**config.mk**
```make
export PLATFORM = sky130hd
export DESIGN_NAME = ars_ctrl
export DESIGN_NICKNAME = d
export VERILOG_FILES = /design/src/common/ars_pkg.sv /design/src/hdl/ars_ctrl.sv
export SDC_FILE = /design/constraint.sdc
export NUM_CORES = 1
export LEC_CHECK = 0
export ABC_AREA = 1
export BUFFER_PORTS_ARGS = -buffer_cell sky130_fd_sc_hd__buf_4
export CORE_AREA = 3 3 69 136
export CTS_BUF_LIST = sky130_fd_sc_hd__clkbuf_2 sky130_fd_sc_hd__clkbuf_4 sky130_fd_sc_hd__clkbuf_8
export DETAILED_ROUTE_END_ITERATION = 8
export DIE_AREA = 0 0 72 139
export PLACE_DENSITY_LB_ADDON = 0.12
export SYNTH_ARGS = -nofsm -noshare
export SYNTH_HDL_FRONTEND = slang
export SYNTH_SLANG_ARGS = --single-unit
```
**constraint.sdc**
```tcl
create_clock -name clk -period 2.05 [get_ports clk]
set_input_delay 0.205 -clock clk [delete_from_list [all_inputs] [get_ports clk]]
set_output_delay 0.205 -clock clk [all_outputs]
set_load 0.1 [all_outputs]
```
**src/common/ars_pkg.sv**
```systemverilog
// Constants and carrier types for the converter result and input select block
package ars_pkg;

    // Register word indices; byte address is four times the index
    localparam logic [2:0] ARS_IDX_CTRL_B     = 3'h3;
    localparam logic [2:0] ARS_IDX_RES_LO     = 3'h4;
    localparam logic [2:0] ARS_IDX_RES_HI     = 3'h5;
    localparam logic [2:0] ARS_IDX_STATUS     = 3'h6;
    localparam logic [2:0] ARS_IDX_SELECT     = 3'h7;

    // Field positions
    localparam int         ARS_SEL_REF_LSB    = 6;
    localparam int         ARS_CTRLB_BIP_BIT  = 0;
    localparam int         ARS_ST_DONE_BIT    = 0;
    localparam int         ARS_ST_BUSY_BIT    = 1;
    localparam int         ARS_ST_EARLY_BIT   = 2;
    localparam int         ARS_ST_PEND_BIT    = 3;
    localparam int         ARS_ST_RSVD_BIT    = 4;

    // Reset values
    localparam logic [7:0] ARS_SEL_RST        = 8'h00;
    localparam logic [7:0] ARS_CTRLB_RST      = 8'h00;
    localparam logic [9:0] ARS_RES_RST        = 10'h000;

    // Settling counts in converter clock cycles
    localparam logic [4:0] ARS_SETTLE_MIN_CYC = 5'h0d;
    localparam logic [4:0] ARS_SETTLE_MAX_CYC = 5'h19;

    // Channel and reference codes
    localparam logic [5:0] ARS_CH_TEMP        = 6'h22;
    localparam logic [1:0] ARS_REF_VCC        = 2'h0;
    localparam logic [1:0] ARS_REF_EXT        = 2'h1;
    localparam logic [1:0] ARS_REF_INT        = 2'h2;
    localparam logic [1:0] ARS_REF_RSVD       = 2'h3;

    // Routing handed to the analog front end
    typedef struct packed {
        logic [1:0] ref_sel;
        logic [5:0] chan_sel;
        logic       diff;
        logic       gain20;
        logic       swap;
        logic       temp_en;
        logic       ext_ref_in;
        logic       int_ref_to_pin;
    } ars_route_t;

    // Whole state of the block
    typedef struct packed {
        logic [7:0] sel_tmp;
        logic [7:0] sel_act;
        logic       bip;
        logic [9:0] res;
        logic       done;
        logic       busy;
        logic [4:0] settle;
        logic       ack;
        logic [7:0] rdata;
        ars_route_t route;
    } ars_state_t;

endpackage

```
**src/hdl/ars_ctrl.sv**
```systemverilog
// Converter result formatting, input and reference select, register slave
//
// Decided for this implementation: register access over Avalon-MM.
`timescale 1ns/1ps

//////////////////////////////////////////////////////////////////////////////
module ars_ctrl
    import ars_pkg::*;
#(
    parameter int RAW_W = 12
) (
    input  wire logic                    clk,
    input  wire logic                    arst_n,
    input  wire logic [4:0]              avs_address,
    input  wire logic                    avs_read,
    input  wire logic                    avs_write,
    input  wire logic [31:0]             avs_writedata,
    input  wire logic [3:0]              avs_byteenable,
    output logic      [31:0]             avs_readdata,
    output logic                         avs_waitrequest,
    input  wire logic                    conv_start,
    input  wire logic                    conv_done,
    input  wire logic signed [RAW_W-1:0] conv_raw,
    output ars_route_t                   route,
    output logic      [9:0]              result
);

    //////////////////////////////////////////////////////////////////////////
    // Helper functions

    // Single-ended codes are 0..7 and 0x20..0x22, all else differential
    function automatic logic ars_is_diff(input logic [5:0] ch);
        return !((ch[5:3] == 3'b000) ||
                 (ch == 6'h20) || (ch == 6'h21) || (ch == ARS_CH_TEMP));
    endfunction

    // Scale, gain and saturate a raw 1024-scaled difference
    function automatic logic [9:0] ars_format(
        input logic signed [RAW_W-1:0] raw,
        input logic                    diff,
        input logic                    g20,
        input logic                    bip
    );
        logic signed [17:0] v;
        logic signed [17:0] h;
        logic        [9:0]  r;
        v = 18'(raw);
        h = 18'sd0;
        r = 10'h000;
        if (diff && g20)
            v = v * 18'sd20;
        if (diff && bip) begin
            h = v >>> 1;
            if (h > 18'sd511)
                r = 10'h1ff;
            else if (h < -18'sd512)
                r = 10'h200;
            else
                r = h[9:0];
        end else if (v <= 18'sd0) begin
            r = 10'h000;
        end else if (v > 18'sd1023) begin
            r = 10'h3ff;
        end else begin
            r = v[9:0];
        end
        return r;
    endfunction

    // Routing decode of an active selection
    function automatic ars_route_t ars_decode(input logic [7:0] sel);
        ars_route_t rt;
        rt.ref_sel        = sel[7:ARS_SEL_REF_LSB];
        rt.chan_sel       = sel[5:0];
        rt.diff           = ars_is_diff(sel[5:0]);
        rt.gain20         = rt.diff & sel[0];
        // Offset calibration codes 0x23..0x27 are not reversible pairs
        rt.swap           = rt.diff & sel[5] &
                            (sel[5:3] != 3'b100);
        rt.temp_en        = (sel[5:0] == ARS_CH_TEMP);
        rt.ext_ref_in     = (rt.ref_sel == ARS_REF_EXT);
        rt.int_ref_to_pin = (rt.ref_sel == ARS_REF_RSVD);
        return rt;
    endfunction

    //////////////////////////////////////////////////////////////////////////
    // State and bus decode

    ars_state_t  s_q;
    ars_state_t  s_d;
    logic        bus_req;
    logic        bus_take;
    logic [2:0]  bus_idx;
    logic        wr_lane0;
    logic [9:0]  fmt_now;
    logic        clr_done;
    logic        sel_moved;

    // One wait state: the request is taken on the edge where ack is high
    assign bus_req         = avs_read | avs_write;
    assign bus_take        = bus_req & s_q.ack;
    assign bus_idx         = avs_address[4:2];
    assign wr_lane0        = avs_write & bus_take & avs_byteenable[0];
    assign avs_waitrequest = bus_req & ~s_q.ack;
    assign avs_readdata    = {24'h000000, s_q.rdata};
    assign route           = s_q.route;
    assign result          = s_q.res;

    // Result format follows the selection locked for this conversion
    assign fmt_now  = ars_format(conv_raw, s_q.route.diff,
                                 s_q.route.gain20, s_q.bip);
    assign clr_done = wr_lane0 && (bus_idx == ARS_IDX_STATUS) &&
                      avs_writedata[ARS_ST_DONE_BIT];

    //////////////////////////////////////////////////////////////////////////
    // Next-state logic

    always_comb begin
        s_d       = s_q;
        sel_moved = 1'b0;

        // Bus handshake and registered read data
        s_d.ack   = bus_req & ~s_q.ack;
        if (bus_req && !s_q.ack && avs_read) begin
            unique case (bus_idx)
                ARS_IDX_CTRL_B: s_d.rdata = {7'h00, s_q.bip};
                ARS_IDX_RES_LO: s_d.rdata = s_q.res[7:0];
                ARS_IDX_RES_HI: s_d.rdata = {6'h00, s_q.res[9:8]};
                ARS_IDX_STATUS: s_d.rdata = {
                    3'h0,
                    s_q.route.int_ref_to_pin,
                    s_q.settle < ARS_SETTLE_MAX_CYC,
                    s_q.settle < ARS_SETTLE_MIN_CYC,
                    s_q.busy,
                    s_q.done};
                ARS_IDX_SELECT: s_d.rdata = s_q.sel_tmp;
                default:        s_d.rdata = 8'h00;
            endcase
        end

        // Selection writes land in the software-visible copy, and pass to the active one unless busy; the bipolar bit applies at once
        if (wr_lane0 && bus_idx == ARS_IDX_SELECT)
            s_d.sel_tmp = avs_writedata[7:0];
        if (wr_lane0 && bus_idx == ARS_IDX_CTRL_B)
            s_d.bip = avs_writedata[ARS_CTRLB_BIP_BIT];

        // Busy spans from start until the completion pulse
        s_d.busy = conv_start | (s_q.busy & ~conv_done);

        // Active selection tracks the copy except while converting
        if (!s_q.busy || conv_done) begin
            s_d.sel_act = s_d.sel_tmp;
        end
        s_d.route = ars_decode(s_d.sel_act);

        // Settling window restarts on a new differential channel or ref
        if (s_d.sel_act[7:6] != s_q.sel_act[7:6])
            sel_moved = 1'b1;
        if (s_d.sel_act[5:0] != s_q.sel_act[5:0] && s_d.route.diff)
            sel_moved = 1'b1;
        if (sel_moved)
            s_d.settle = 5'h00;
        else if (s_q.settle < ARS_SETTLE_MAX_CYC)
            s_d.settle = s_q.settle + 5'h01;

        // Result update and flag; a new completion beats the clear
        if (conv_done)
            s_d.res = fmt_now;
        s_d.done = conv_done | (s_q.done & ~clr_done);
    end

    //////////////////////////////////////////////////////////////////////////
    // State register

    always_ff @(posedge clk or negedge arst_n) begin
        if (!arst_n) begin
            s_q         <= '0;
            s_q.sel_tmp <= ARS_SEL_RST;
            s_q.sel_act <= ARS_SEL_RST;
            s_q.bip     <= ARS_CTRLB_RST[ARS_CTRLB_BIP_BIT];
            s_q.res     <= ARS_RES_RST;
            s_q.settle  <= ARS_SETTLE_MAX_CYC;
        end else begin
            s_q <= s_d;
        end
    end
endmodule // ars_ctrl

```
==> results of run 1 <==
final cells by class:
| type | count | area (sq um) |
|---|---|---|
| flip-flops and latches | 49 | 1230 |
| repair buffers | 131 | 1010 |
| inverters | 81 | 307 |
| clock inverters | 3 | 17.5 |
| clock buffers | 5 | 68.8 |
| fillers | 792 | 3060 |
| well taps | 100 | 125 |
| multi-input cells | 447 | 2770 |
logic make-up (layout without fill, tap and decap cells):
group                      after synthesis  count (layout)
AOI/OAI and AO/OA                       60              60
xor gates and xnor gates                 8               8
adders and majority gates               23              23
buffers and inverters                  144             220
DFF                                     49              49
other                                    1              24
and+or+nand+nor                        328             332
metal layers:
layer / vias to the layer above / wire length (microns) / GRT usage
li1: 2043 / - / -
met1: 1914 / 3740 / 0.207
met2: 108 / 7580 / 0.517
met3: 49 / 251 / 0.0196
met4: 0 / 796 / 0.172
met5: - / 0 / 0
sequential cells by signal, summed over array words and instances (netlist names):
name and count:
s_q 18, result 10, avs_readdata 8, route 13
power by group:
group	total (mW)	switching, mW	leakage (nW)	internal (mW)
sequential	1.28	0.138	0.573	1.14
clock	0.575	0.339	0.0439	0.236
combinational	3.04	2.17	2.27	0.863
final timing paths:
path | startpoint | endpoint
worst max-delay path | conv_raw[3] | result[8]$_DFFE_PN0P_
worst min-delay path | conv_start | s_q[28]$_DFF_PN0_
worst max register to register | route[4]$_DFF_PN0_ | result[8]$_DFFE_PN0P_
worst min register to register | s_q[29]$_DFF_PN0_ | s_q[29]$_DFF_PN0_
max in group asynchronous | arst_n | result[9]$_DFFE_PN0P_
min in group asynchronous | arst_n | route[1]$_DFF_PN0_
synth_stat cells (all sizes together):
master,count,area (sq um)
nand3,36,180
inv,80,300
or2,3,18.8
fa,1,20.0
a31oi,4,31.3
a221oi,1,8.76
nand4,7,43.8
o2111a,1,11.3
a21o,1,7.51
dfstp,3,78.8
a22oi,2,15.0
nand2,224,881
buf,61,463
nand3b,2,15.0
clkinv,1,3.75
nor3,5,30.0
and3,2,12.5
nor2,49,206
dfrtp,46,1150
a21oi,18,120
ha,22,275
conb,1,3.75
o21bai,1,11.3
o21ai,31,189
xnor2,2,17.5
clkbuf,2,7.51
o211ai,1,7.51
xor2,6,52.6
repair_timing:
| item | in CTS | in global routing |
|---|---|---|
| gates cloned | 3 | 1 |
| setup endpoints to repair | 10 | 15 |
| hold buffers | 1 | 0 |
| setup buffers | 3 | 3 |
| resized for setup | 63 | 36 |
| pin swaps | 30 | 17 |
| hold endpoints to repair | 46 | 0 |
per-stage QoR:
stage               setup TNS, ns   util  instance area (sq um)
finish                      -2.64  0.644                   5530
global route                -4.50  0.644                   5530
CTS                         -2.15  0.620                   5320
detailed placement          -7.50  0.566                   4860
global placement            -7.06  0.566                   4860
floorplan                   -4.46      -                   4280
==> metrics.cfg, run 1 <==
[status]
status = finished, violations left
violations = negative setup slack

[min_path]
min_delay_path_depth = 2
worstHoldPathType = input pin to register

[detailed_routing]
vias = 4114
ant_nets = 0
wl_per_cell_microns = 15.2
drt_iter0_drc = 196
routed_wl_microns = 12400
avgViaCountPerCell = 5.04
drc = 0
first_pass_iters = 4

[logic_synthesis]
synth-seq-cells = 49
synth_top_family_by_area = simple AND/OR/NAND/NOR gates
synth_mux_area_frac = 0
synthAdderAreaFrac = 0.0709
synth_compound_gate_area_share = 0.0965
synth-simple-area-share = 0.333
synth_xor_area_frac = 0.0168
ys_types = 43
syn_avg_cell_area_sq_um = 6.79
yosysSeqAreaShare = 0.295
synthesis.area_sq_um = 4160
yosysWarningCount = 0
synth_cells = 613

[clock_tree]
cts_tree = built
cts_buffers = 5
ctsLongestPathBuffers = 2
htree_levels = 2
clkTransAtPathRegs_ns = 0.09
clockRootBuffer = clkbuf_8
insertion_delay_ns = 0.32
cts.sinks = 49

[run]
maxCapViolCount = 0

[worst_setup_path]
worstSetupPathType = input pin to register
cp_common_cell = nand2_1
cp-end-kind = register
cp_num_cells = 22
slowest_delay_ns = 0.34
path_buf_inv = 3
critical_path_arrival_ns = 2.55
required_ns = 2.25
cpMaxStageDelayCell = fa_2
cp_top_family = simple AND/OR/NAND/NOR gates
r2r_setup_slack_ns = -0.12
cp_max_fo = 5
worst-r2r-cell-count = 18
path_cells = buf_8, ha_4, ha_4, inv_2, fa_2, inv_2, nand2_2, nand2_4, nand2_2, or2_0, nand3_2, nand3_2, nor2_2, nand2_1, nor2_2, nor2_4, nand2_4, nand2_1, nand2_1, nand2_1, nand2_1, nand2_1
cp-start-kind = input pin

[floorplan]
ios = 116
core_area_sq_um = 8590
die_width_microns = 72
rows = 48
fp.dieH_microns = 139
die_area_sq_um = 10000
start_util = 0.485

[power_and_ir_drop]
leakagePower_nw = 2.89
peakVddDrop_uv = 541
p_total_mw = 4.89
power.density_nw_per_um2 = 884

[finish]
drive_gt1_frac = 0.381
diodes = 0
area_delta_synth_final_pct = 32.8
mostFrequentLayoutCell = nand2_1
fin_cells = 816
layout_common_cells = nand2_1 (191), buf_4 (125), inv_1 (66)
nNetsFinal = 797

[sta]
min_period_over_period = 1.14
slew_headroom = 0.586
fmax_ghz = 0.426
setup_slack_ns = -0.295
hold_viol = 0
fin_skew_ns = 0.0106
finalMaxSlewViolations = 0
setup_violations = 11
worstMarginPinSlew_ns = 0.621
rsz0062_at_grt = true
hold_slack_ns = 0.0790
period_minus_slack_ns = 2.34

[placed_design]
pre_cts_slack_ns = -0.779
gp_congestion = 0.966
dp.cells = 797
io_buffers = 62
hpwl_microns = 9670

[grt]
grt_pass1_vias = 4284
grt_overflow = 0
grt_pass1_wl_microns = 19700
grt_use_total = 0.252
grt_max_degree = 50
grt_antenna_before_repair = 0

Power figures use the tool's default switching activity.
==> inputs of run 2 (changes only) <==
--- a/config.mk
+++ b/config.mk
@@ -7,11 +7,13 @@
 export LEC_CHECK = 0
 export ABC_AREA = 1
 export BUFFER_PORTS_ARGS = -buffer_cell sky130_fd_sc_hd__buf_4
-export CORE_AREA = 3 3 69 136
+export CORE_AREA = 3 3 107 88
 export CTS_BUF_LIST = sky130_fd_sc_hd__clkbuf_2 sky130_fd_sc_hd__clkbuf_4 sky130_fd_sc_hd__clkbuf_8
 export DETAILED_ROUTE_END_ITERATION = 8
-export DIE_AREA = 0 0 72 139
+export DIE_AREA = 0 0 110 91
 export PLACE_DENSITY_LB_ADDON = 0.12
+export REMOVE_ABC_BUFFERS = 1
+export SLEW_MARGIN = 10
 export SYNTH_ARGS = -nofsm -noshare
 export SYNTH_HDL_FRONTEND = slang
 export SYNTH_SLANG_ARGS = --single-unit
==> metrics.cfg, run 2 (synthesis gave the netlist of run 1 again) <==
[status]
status = finished, violations left
violations = negative setup slack

[worst_setup_path]
cpMaxStageDelayCell = fa_2
slowest_delay_ns = 0.36
worstSetupPathType = input pin to register
cp_common_cell = nand2_1
required_ns = 2.25
startpoint = conv_raw[1]
cp-end-kind = register
r2r_setup_slack_ns = -0.14
cp_max_fo = 5
r2r_start = route[5]$_DFF_PN0_
critical_path_arrival_ns = 2.60
cp-start-kind = input pin
path_cells = buf_8, ha_4, ha_4, inv_2, fa_2, inv_2, nand2_2, nand2_4, nand2_4, buf_6, nor2_4, nor2_2, nand3_2, nand3_4, nor2_4, nand3_4, nand2_4, nand2_1, nand2_1, nand2_1, nand2_1, nand2_1

[finish]
final_util = 0.674
nNetsFinal = 800
drive_gt1_frac = 0.396
regMostFlops = s_q
layout_common_cells = nand2_1 (185), buf_4 (125), inv_1 (66)
area_delta_synth_final_pct = 36.7
largest_reg_flops = 18
mostFrequentLayoutCell = nand2_1
diodes = 0

[floorplan]
start_util = 0.493
core_area_sq_um = 8450
rows = 30
fp.dieH_microns = 91
die_width_microns = 110
ios = 116
die_area_sq_um = 10000

[clock_tree]
clkTransAtPathRegs_ns = 0.09
clockRootBuffer = clkbuf_8
htree_levels = 2
insertion_delay_ns = 0.30
cts.sinks = 49
cts_tree = built
cts_buffers = 5
ctsLongestPathBuffers = 2

[sta]
setup_slack_ns = -0.352
setup_tns_ns = -3.23
hold_viol = 0
min_period_over_period = 1.17
fmax_ghz = 0.416
worstMarginPinSlew_ns = 0.614
rsz0062_at_grt = true
period_minus_slack_ns = 2.40
finalMaxSlewViolations = 0
setup_violations = 10
slew_headroom = 0.591
fin_skew_ns = 0.00471

[detailed_routing]
ant_nets = 0
first_pass_iters = 5
drc = 0
drt_iter0_drc = 232
avgViaCountPerCell = 4.99
vias = 4150
wl_per_cell_microns = 13.8
routed_wl_microns = 11500

[min_path]
worstHoldPathType = input pin to register
min_from = conv_start

[grt]
grt_antenna_before_repair = 0
grt_pass1_vias = 3617
grt_pass1_wl_microns = 17200
grt_overflow = 0
grt_use_total = 0.213
grt_max_degree = 50

[power_and_ir_drop]
leakagePower_nw = 2.93
power.density_nw_per_um2 = 874
peakVddDrop_uv = 664

[placed_design]
io_buffers = 62
gp_congestion = 0.873
hpwl_microns = 8050

[run]
maxCapViolCount = 0

## run 2: cell types whose count changed in the layout (fill, tap and decap cells not counted), moves of 4 or more
cell,before,now
ha_1,3,7
nand3_4,2,6
nand2_2,28,32
nand2_1,191,185
## run 2: worst max-delay path, delay by kind of cell
family        cells  cell delay, ns
simple gates     15            1.30
fa+ha+maj         3            0.75
buf+inv           4            0.35
## run 2: what timing repair did
item / 4_1_cts / 5_1_grt
pin swaps: 30 / 33
setup buffers: 2 / 8
endpoints found under the setup margin: 10 / 15
hold endpoints to repair: 46 / 0
resized for setup: 43 / 93
hold buffers: 1 / 0
gates cloned: 3 / 2
## run 2: power breakdown
group | switching, mW | leakage (nW) | internal, mW
registers | 0.129 | 0.573 | 1.14
clock network | 0.321 | 0.0484 | 0.251
logic | 2.23 | 2.31 | 0.907
total | 2.68 | 2.93 | 2.30
## run 2: worst paths after layout
check,end,cells after the start
min in group asynchronous,s_q[25]$_DFFE_PN0P_,2
min reg2reg,s_q[22]$_DFF_PN0_,1
min,s_q[28]$_DFF_PN0_,2
max in group asynchronous,route[4]$_DFF_PN0_,2
max reg2reg,result[6]$_DFFE_PN0P_,18
max,result[8]$_DFFE_PN0P_,22
## run 2: metrics by stage
stage | cells | worst slack (ns) | hold WS, ns | total power [mW] | cell area (sq um)
3_3_place_gp | 807 | -0.771 | 0.264 | 3.99 | 4830
2_1_floorplan | 573 | -0.690 | -0.0906 | 3.26 | 3780
4_1_cts | 821 | -0.321 | 0.0894 | 4.67 | 5180
6_report | 831 | -0.352 | 0.0980 | 4.98 | 5690
3_5_place_dp | 807 | -0.938 | 0.261 | 4.01 | 4830
5_1_grt | 831 | -0.531 | 0.0874 | 5.27 | 5690
## run 2: area by class of cell
class | count | area (sq um)
Clock buffer | 6 | 76.3
Clock inverter | 2 | 10.0
Fill cell | 714 | 2760
Inverter | 81 | 304
Multi-Input combinational cell | 447 | 2890
Sequential cell | 49 | 1230
Tap cell | 112 | 140
Timing Repair Buffer | 134 | 1040
## run 2: per-layer routing
| metal | track usage | vias up | part of all wire | wire [microns] |
|---|---|---|---|---|
| met1 | 0.341 | 1910 | 0.47 | 5390 |
| li1 | - | 2058 | - | - |
| met4 | 0.0260 | 0 | 0.0067 | 77 |
| met3 | 0.0362 | 13 | 0.087 | 993 |
| met2 | 0.305 | 169 | 0.44 | 5010 |
| met5 | 0 | - | 0 | 0 |
